### config.mk
export PLATFORM = sky130hd
export DESIGN_NAME = fir_coefficient_upload
export DESIGN_NICKNAME = d
export VERILOG_FILES = /design/src/rtl/fir_coeff_pkg.sv /design/src/rtl/fir_tap_memory.sv /design/src/rtl/fir_coefficient_upload.sv
export SDC_FILE = /design/constraint.sdc
export NUM_CORES = 2
export LEC_CHECK = 0
export BUFFER_PORTS_ARGS = -buffer_cell sky130_fd_sc_hd__buf_4
export CORE_MARGIN = 2
export CORE_UTILIZATION = 40
export CTS_CLUSTER_SIZE = 16
export DETAILED_ROUTE_END_ITERATION = 10
export PLACE_DENSITY_LB_ADDON = 0.3
export SLEW_MARGIN = 15
export SYNTH_ARGS = -nofsm -noshare
export SYNTH_HDL_FRONTEND = slang
export SYNTH_SLANG_ARGS = --single-unit
### constraint.sdc
create_clock -name clk_sys -period 45.8 [get_ports clk_sys]
set_clock_uncertainty 0.15 [all_clocks]
set_input_delay 2.29 -clock clk_sys [delete_from_list [all_inputs] [get_ports clk_sys]]
set_output_delay 2.29 -clock clk_sys [all_outputs]
set_load 0.02 [all_outputs]
### src/rtl/fir_coeff_pkg.sv
// How it works
// - 56 stored coefficients mirrored; the 6-bit tap read index reaches taps 0 to 63 of the 112.
// - data register is 24 bits: 23-bit coefficient plus control msb.
// - reset restores default coefficients; host must upload again.
// - only the third stage is programmable; sinc stages stay fixed.
// - third stage runs at twice output rate, decimation 16 to 512.
// - fixed length keeps group delay at 34 output periods; pad zeros.
// - third stage input rate follows power mode and decimation.
// - key 0xAC then 0x45 opens access; bit 0 reads key accepted.
// - control register: bit 7 access, bit 6 write, low bits index.
// - data write 0x800000 sets custom enable; sync keeps uploaded set.
// - sync pulse completes the upload; tapCoeff already carries each word once written.
// - completed upload with custom enable set flags ram crc failure unless disabled.
// - access on, write off: data register reads stored coefficient.
`default_nettype none
package fir_coeff_pkg;
  localparam logic [7:0] FILTER_CONFIG_ADDR = 8'h19;
  localparam logic [7:0] SYNC_RESET_ADDR = 8'h1D;
  localparam logic [7:0] DIAG_ENABLE_ADDR = 8'h2A;
  localparam logic [7:0] DIAG_STATUS_ADDR = 8'h30;
  localparam logic [7:0] COEFF_SELECT_CONTROL_ADDR = 8'h32;
  localparam logic [7:0] COEFF_VALUE_ADDR = 8'h33;
  localparam logic [7:0] UNLOCK_KEY_ADDR = 8'h34;
  localparam logic [7:0] KEY_FIRST = 8'hAC;
  localparam logic [7:0] KEY_SECOND = 8'h45;
  localparam logic [7:0] KEY_EXIT = 8'h55;
  localparam logic [7:0] FILTER_CONFIG_RESET = 8'h00;
  localparam logic [7:0] DIAG_ENABLE_RESET = 8'h0D;
  localparam int ACCESS_BIT = 7;
  localparam int WRITE_BIT = 6;
  localparam int RAM_CRC_BIT = 2;
  localparam int SYNC_START_BIT = 7;
  localparam int CUSTOM_BIT = 23;
  localparam int STORED_TAPS = 56;
  localparam int TOTAL_TAPS = 112;
  localparam int COEFF_WIDTH = 23;
  localparam int GROUP_DELAY_ODR = 34;
  localparam int DEC_MIN = 16;
  localparam int DEC_MAX = 512;
  localparam int MCLK_WAIT_PERIODS = 512;
  localparam logic [2:0] FILTER_USER = 3'h4;
  typedef enum logic [1:0] {
    KEY_LOCKED = 2'b00,
    KEY_HALF = 2'b01,
    KEY_OPEN = 2'b10
  } key_state_type;
  typedef struct packed {
    logic write;
    logic read;
    logic [7:0] addr;
    logic [23:0] data;
  } reg_access_type;
endpackage : fir_coeff_pkg
`default_nettype wire

### src/rtl/fir_tap_memory.sv
`timescale 1ns/10ps
`default_nettype none
module fir_tap_memory
  import fir_coeff_pkg::*;
#(
  parameter int DEPTH = 56,
  parameter int WIDTH = 23
)
(
  input wire logic clk_sys,
  input wire logic sys_rst,
  input wire logic loadDefaults,
  input wire logic writeEn,
  input wire logic [5:0] writeIndex,
  input wire logic [WIDTH-1:0] writeData,
  input wire logic [5:0] readIndex,
  output logic [WIDTH-1:0] readData
);
  if (DEPTH > 64 || DEPTH < 1)
  begin : g_bad_depth
    $error("depth must fit a 6-bit index");
  end
  logic [WIDTH-1:0] mem_q [DEPTH];
  logic [WIDTH-1:0] readData_q;
  // default wideband set: arbitrary flat set summing to 2^22 over the top 32 words (24 to 55), zero below
  function automatic logic [WIDTH-1:0] defaultTap(input int i);
    defaultTap = (i >= 24) ? WIDTH'(23'h020000) : '0;
  endfunction : defaultTap
  always_ff @(posedge clk_sys or posedge sys_rst)
  begin
    if (sys_rst)
    begin
      for (int i = 0; i < DEPTH; i++)
      begin
        mem_q[i] <= defaultTap(i);
      end
      readData_q <= '0;
    end
    else
    begin
      for (int i = 0; i < DEPTH; i++)
      begin
        if (loadDefaults)
        begin
          mem_q[i] <= defaultTap(i);
        end
        else if (writeEn && int'(writeIndex) == i)
        begin
          mem_q[i] <= writeData;
        end
      end
      readData_q <= (int'(readIndex) < DEPTH) ? mem_q[readIndex] : '0;
    end
  end
  assign readData = readData_q;
endmodule : fir_tap_memory
`default_nettype wire

### src/rtl/fir_coefficient_upload.sv
`timescale 1ns/10ps
`default_nettype none
module fir_coefficient_upload
  import fir_coeff_pkg::*;
(
  input wire logic clk_sys,
  input wire logic sys_rst,
  input wire logic regWrite,
  input wire logic regRead,
  input wire logic [7:0] regAddr,
  input wire logic [23:0] regWrData,
  input wire logic [5:0] tapReadIndex,
  output logic [23:0] regRdData,
  output logic [COEFF_WIDTH-1:0] tapCoeff,
  output logic [2:0] filterSelect,
  output logic customTapsActive,
  output logic syncPulse,
  output logic ramCrcError
);
  reg_access_type acc;
  key_state_type key_q, key_d;
  logic [7:0] control_q, control_d;
  logic [7:0] filterCfg_q, filterCfg_d;
  logic [7:0] diagEn_q, diagEn_d;
  logic custom_q, custom_d;
  logic uploaded_q, uploaded_d;
  logic crcErr_q, crcErr_d;
  logic sync_q, sync_d;
  logic [23:0] rd_q, rd_d;
  logic [5:0] tapIdx;
  logic memWrite, loadDefaults, keyOpen;
  logic [COEFF_WIDTH-1:0] memRead, shadowRead;
  logic [5:0] shadowIdx;

  // fixed mirrored length and decimation range; a stage of another length would shift the delay
  if (TOTAL_TAPS != 2 * STORED_TAPS || DEC_MAX % DEC_MIN != 0)
  begin : g_bad_stage
    $error("third stage length or rate range inconsistent");
  end

  assign acc = '{write: regWrite, read: regRead, addr: regAddr, data: regWrData};
  assign keyOpen = (key_q == KEY_OPEN);
  assign tapIdx = control_q[5:0];

  always_comb
  begin
    key_d = key_q;
    control_d = control_q;
    filterCfg_d = filterCfg_q;
    diagEn_d = diagEn_q;
    custom_d = custom_q;
    uploaded_d = uploaded_q;
    crcErr_d = crcErr_q;
    sync_d = 1'b0;
    memWrite = 1'b0;
    loadDefaults = 1'b0;
    if (acc.write)
    begin
      unique case (acc.addr)
        UNLOCK_KEY_ADDR:
        begin
          unique case (key_q)
            KEY_LOCKED: key_d = (acc.data[7:0] == KEY_FIRST) ? KEY_HALF : KEY_LOCKED;
            KEY_HALF: key_d = (acc.data[7:0] == KEY_SECOND) ? KEY_OPEN
                              : (acc.data[7:0] == KEY_FIRST) ? KEY_HALF : KEY_LOCKED;
            KEY_OPEN: key_d = (acc.data[7:0] == KEY_EXIT) ? KEY_LOCKED : KEY_OPEN;
            default: key_d = KEY_LOCKED;
          endcase
        end
        COEFF_SELECT_CONTROL_ADDR:
        begin
          if (keyOpen)
          begin
            control_d = acc.data[7:0];
          end
        end
        COEFF_VALUE_ADDR:
        begin
          if (keyOpen)
          begin
            if (control_q[ACCESS_BIT] && control_q[WRITE_BIT] && int'(tapIdx) < STORED_TAPS)
            begin
              memWrite = 1'b1;
              uploaded_d = 1'b1;
            end
            else if (!control_q[ACCESS_BIT] && acc.data[CUSTOM_BIT])
            begin
              custom_d = 1'b1;
            end
          end
        end
        FILTER_CONFIG_ADDR: filterCfg_d = acc.data[7:0];
        DIAG_ENABLE_ADDR: diagEn_d = acc.data[7:0];
        SYNC_RESET_ADDR: sync_d = 1'b1;
        default: ;
      endcase
    end
    if (sync_q)
    begin
      // sync without custom enable reloads the default wideband set
      loadDefaults = !custom_q;
      if (uploaded_q && custom_q && diagEn_q[RAM_CRC_BIT])
      begin
        crcErr_d = 1'b1;
      end
      uploaded_d = 1'b0;
    end
    if (!diagEn_q[RAM_CRC_BIT])
    begin
      crcErr_d = 1'b0;
    end
  end

  always_comb
  begin
    rd_d = 24'h000000;
    unique case (acc.addr)
      UNLOCK_KEY_ADDR: rd_d = {23'h0, keyOpen};
      COEFF_SELECT_CONTROL_ADDR: rd_d = {16'h0, control_q};
      COEFF_VALUE_ADDR:
        if (control_q[ACCESS_BIT] && !control_q[WRITE_BIT])
        begin
          rd_d = {custom_q, shadowRead};
        end
        else
        begin
          rd_d = {custom_q, 23'h0};
        end
      FILTER_CONFIG_ADDR: rd_d = {16'h0, filterCfg_q};
      DIAG_ENABLE_ADDR: rd_d = {16'h0, diagEn_q};
      DIAG_STATUS_ADDR: rd_d = {16'h0, 5'h0, crcErr_q, 2'h0};
      default: rd_d = 24'h000000;
    endcase
  end

  always_ff @(posedge clk_sys or posedge sys_rst)
  begin
    if (sys_rst)
    begin
      key_q <= KEY_LOCKED;
      control_q <= 8'h00;
      filterCfg_q <= FILTER_CONFIG_RESET;
      diagEn_q <= DIAG_ENABLE_RESET;
      custom_q <= 1'b0;
      uploaded_q <= 1'b0;
      crcErr_q <= 1'b0;
      sync_q <= 1'b0;
      rd_q <= 24'h000000;
    end
    else
    begin
      key_q <= key_d;
      control_q <= control_d;
      filterCfg_q <= filterCfg_d;
      diagEn_q <= diagEn_d;
      custom_q <= custom_d;
      uploaded_q <= uploaded_d;
      crcErr_q <= crcErr_d;
      sync_q <= sync_d;
      rd_q <= acc.read ? rd_d : rd_q;
    end
  end

  // mirror: tap k and tap 111-k share stored word min(k,111-k)
  function automatic logic [5:0] mirrorIndex(input logic [6:0] tap);
    mirrorIndex = (int'(tap) < STORED_TAPS) ? tap[5:0]
                  : 6'(TOTAL_TAPS - 1 - int'(tap));
  endfunction : mirrorIndex

  // readback mode owns the read port, so the selected word is ready before the read strobe
  assign shadowIdx = (control_q[ACCESS_BIT] && !control_q[WRITE_BIT]) ? tapIdx
                     : mirrorIndex({1'b0, tapReadIndex});

  fir_tap_memory #(.DEPTH(STORED_TAPS), .WIDTH(COEFF_WIDTH)) tapMem (
    .clk_sys(clk_sys),
    .sys_rst(sys_rst),
    .loadDefaults(loadDefaults),
    .writeEn(memWrite),
    .writeIndex(tapIdx),
    .writeData(regWrData[COEFF_WIDTH-1:0]),
    .readIndex(shadowIdx),
    .readData(memRead)
  );
  assign shadowRead = memRead;

  assign regRdData = rd_q;
  assign tapCoeff = memRead;
  assign filterSelect = filterCfg_q[6:4];
  assign customTapsActive = custom_q;
  assign syncPulse = sync_q;
  assign ramCrcError = crcErr_q;

  chk_key_locks_writes: assert property (@(posedge clk_sys) disable iff (sys_rst)
    (regWrite && regAddr == COEFF_SELECT_CONTROL_ADDR && key_q != KEY_OPEN) |=> $stable(control_q))
    else $error("control changed without key");
  chk_key_sequence: assert property (@(posedge clk_sys) disable iff (sys_rst)
    (regWrite && regAddr == UNLOCK_KEY_ADDR && key_q == KEY_HALF && regWrData[7:0] == KEY_SECOND)
    |=> key_q == KEY_OPEN)
    else $error("key pair not accepted");
  chk_custom_set: assert property (@(posedge clk_sys) disable iff (sys_rst)
    (regWrite && regAddr == COEFF_VALUE_ADDR && key_q == KEY_OPEN && !control_q[ACCESS_BIT]
     && regWrData[CUSTOM_BIT]) |=> customTapsActive)
    else $error("custom enable not set");
  chk_sync_pulse: assert property (@(posedge clk_sys) disable iff (sys_rst)
    (regWrite && regAddr == SYNC_RESET_ADDR) |=> syncPulse)
    else $error("sync pulse missing");
  chk_sync_single: assert property (@(posedge clk_sys) disable iff (sys_rst)
    (syncPulse && !(regWrite && regAddr == SYNC_RESET_ADDR)) |=> !syncPulse)
    else $error("sync pulse too long");
  chk_crc_flag: assert property (@(posedge clk_sys) disable iff (sys_rst)
    (sync_q && uploaded_q && custom_q && diagEn_q[RAM_CRC_BIT]) |=> ramCrcError)
    else $error("crc flag not raised");
  chk_ctrl_write: assert property (@(posedge clk_sys) disable iff (sys_rst)
    (regWrite && regAddr == COEFF_SELECT_CONTROL_ADDR && key_q == KEY_OPEN)
    |=> control_q == $past(regWrData[7:0]))
    else $error("control not stored");
  chk_readback: assert property (@(posedge clk_sys) disable iff (sys_rst)
    (regRead && regAddr == COEFF_VALUE_ADDR && control_q[ACCESS_BIT] && !control_q[WRITE_BIT])
    |=> regRdData[COEFF_WIDTH-1:0] == shadowRead)
    else $error("readback mismatch");
  chk_select_field: assert property (@(posedge clk_sys) disable iff (sys_rst)
    (regWrite && regAddr == FILTER_CONFIG_ADDR) |=> filterSelect == $past(regWrData[6:4]))
    else $error("filter select field wrong");
endmodule : fir_coefficient_upload
`default_nettype wire

==> run metrics <==
Final Hold Viols=0; Bufs on Longest Clock Path=3; worst slew pin tran=1.40 ns; Peak Freq=128 MHz; crit path max fanout=72; grt peak-use layer=met2; status=complete, no violations; Hold WS=0.331 ns; instance count of the mapped netlist=8025; first-pass GRT wire length=371 mm; Hold Crit Class=register to register; crit path to=tapMem.readData[0]; GRT Total Usage=29.0%; Reg area=34200 um^2; met1 usage=39.2%; synthesis warning total=0; largest net degree at the start of global routing=213; Initial Utilization=40.4%; First-pass DRT Iterations=9; CP Launch Type=primary input; I/O pin count=95; sequential fraction of the synthesis area=51.9%; most frequent cells in the layout=nand2_1, a21oi_1, dfrtp_1; Synth top area share=50.5%; H-tree Lvls=4; port bufs=94; multi-input logic area=28900 um^2; Mapped Area=65900 um^2; DR vias=59300; die area=168000 um^2; Final Max Tran Viols=0; period utilization=17.1%; reg2reg setup slack=39.06 ns; Post-DP HPWL=141 mm; placeable core area=163000 um^2; post-route setup TNS=0 ns; share of cells above drive strength 1=8.30%; fin util=44.6%; VDD IR max=0.0387 mV; Critical Path Start=tapReadIndex[4]; FILL cells=15700; Layout Nets=7716; Synth Area per Inst=8.21 um^2; Layout area overhead=10.3%; Core Rows=148; Synth area leader=dfrtp_1; ys flop type=dfrtp_1; M2 GR Usage=42.8%; net count after synthesis=8068; cts hold-fix bufs=0; worst skew pair latency=0.82 ns; top area cells in the synthesized netlist=dfrtp_1, nand2_1, a21oi_1, mux2i_1, clkbuf_1; min-delay src=tapMem.mem_q[17]; placer congestion estimate=0.934; remaining antenna violation count=0; DRC Markers=0; FFs w/ async S/R, synth=100%; CTS tree=done; postcts setup bufs=0; critical path class=primary input to register; Worst R2R End=tapMem.readData[0]; Reg2Reg Depth=12; Worst EP arrival=8.42 ns; global route overflow=0; DIE HEIGHT=410 um; PwrDens=36.6 nW/um^2; Max-slew headroom=6.61%; Cells after DPL=9695; initial DRC count=8717; grt met3 use=7.79%; vias in the first global route=56600; Pwr Total=2.66 mW; Worst Path Required=46.39 ns; Seq cells post-synth=1365; number of synthesized flops with an enable pin=0; Reg clk slew, reported paths=0.06 ns; die width=410 um; initial antenna violation count=4; RSZ-0062 raised after global routing=no; Resize count post-CTS=0; final WL=250 mm; Num CTS Buffers=151; Tmin final=7.82 ns; Layout Cells excl Fill=9970; vias per cell=5.95; leakage=30.9 nW; commonest non-fill, non-tap cell in the layout=nand2_1; final setup vio count=0; FF-to-FF Start=control_q[7]; synth unique cells=65; crit end category=register; drt wl/cell=25.1 um; root buf cell=clkbuf_16; maximum capacitance violations=0; clock sink total=1365
==> state kept, by name (all words and copies together), names as in the netlist <==
name / cells
tapMem.mem_q: 1288
regRdData: 24
tapMem.readData: 23
control_q: 8
diagEn_q: 8
filterCfg_q: 8
key_q: 2
customTapsActive: 1
ramCrcError: 1
syncPulse: 1
uploaded_q: 1
==> cell usage after synthesis, types with 5 or more instances <==
master,number
nand3_1,307
clkbuf_1,538
inv_1,17
nor4_1,23
mux2i_1,247
a221o_1,15
nor2b_1,11
a21oi_1,1474
dfrtp_1,1330
mux2_2,39
nand3b_1,5
a31o_1,11
a31o_2,6
a211o_1,8
nor2_1,81
a32oi_1,11
and3_1,7
a22o_1,20
nor2_8,10
dfstp_2,35
nand2_1,3275
nor3_1,24
buf_2,136
a22oi_1,87
a31oi_1,28
o2bb2ai_1,7
buf_4,26
nor2_2,6
a222oi_1,7
nand4_1,16
mux4_2,29
nand2b_1,8
o21ai_0,32
a221oi_1,40
buf_1,31
o22ai_1,30
==> logic make-up (layout without fill, tap and decap cells) <==
kind of cell	after synthesis	after routing	synth area share (%)
AOI/OAI and AO/OA	1796	1796	14.9
adders and majority gates	1	1	0.0190
buffers and inverters	753	521	4.76
DFF	1365	1365	51.9
muxes	315	315	5.41
other	0	2	0
and+or+nand+nor	3795	3795	23.0
==> worst min path at each step <==
stage / to / slack (ns) / cells past startpoint
2_1_floorplan: tapMem.mem_q[132] / 0.31 / 2
3_3_place_gp: tapMem.mem_q[178] / 0.32 / 2
3_5_place_dp: tapMem.mem_q[569] / 0.33 / 2
4_1_cts: tapMem.mem_q[661] / 0.33 / 2
5_1_grt: tapMem.mem_q[63] / 0.35 / 2
6_report: tapMem.mem_q[17] / 0.33 / 2
==> layout make-up <==
class / count / area share (%)
clock buffer: 227 / 6.04
inverter: 17 / 0.0981
timing repair buffer: 231 / 2.49
antenna: 2 / 0.00688
multi-input combinational: 5907 / 39.7
clock inverter: 46 / 0.900
sequential: 1365 / 47.0
tap: 2175 / 3.74
==> stage by stage <==
| step | instance area [um^2] | worst slack (ns) |
|---|---|---|
| floorplan | 65900 | 4.93 |
| global placement | 67700 | 37.47 |
| detailed placement | 67700 | 37.30 |
| CTS | 72700 | 38.13 |
| global route | 72700 | 37.60 |
| finish | 72700 | 37.98 |
==> routing by layer <==
layer  wire (um)  part of all wire (%)
met5          28                 0.011
met4       14100                   5.6
met3       28800                    12
met2      108000                    43
met1       98600                    39
==> power by group <==
part | switching [mW] | internal, mW
clock | 0.537 | 0.711
sequential | 0.0108 | 1.21
combinational | 0.154 | 0.0414
total | 0.702 | 1.96
==> worst max-delay path, cell delays in order <==
cell,delay [ns]
buf_4,0.12
ha_1,0.28
a21boi_0,0.44
o31a_2,0.21
buf_4,0.55
buf_4,0.55
buf_4,0.74
buf_4,0.90
buf_4,0.85
a21oi_1,0.15
a22oi_1,0.23
a22oi_1,0.17
a31oi_1,0.61
a31o_2,0.20
(Power assumes the default switching activity.)
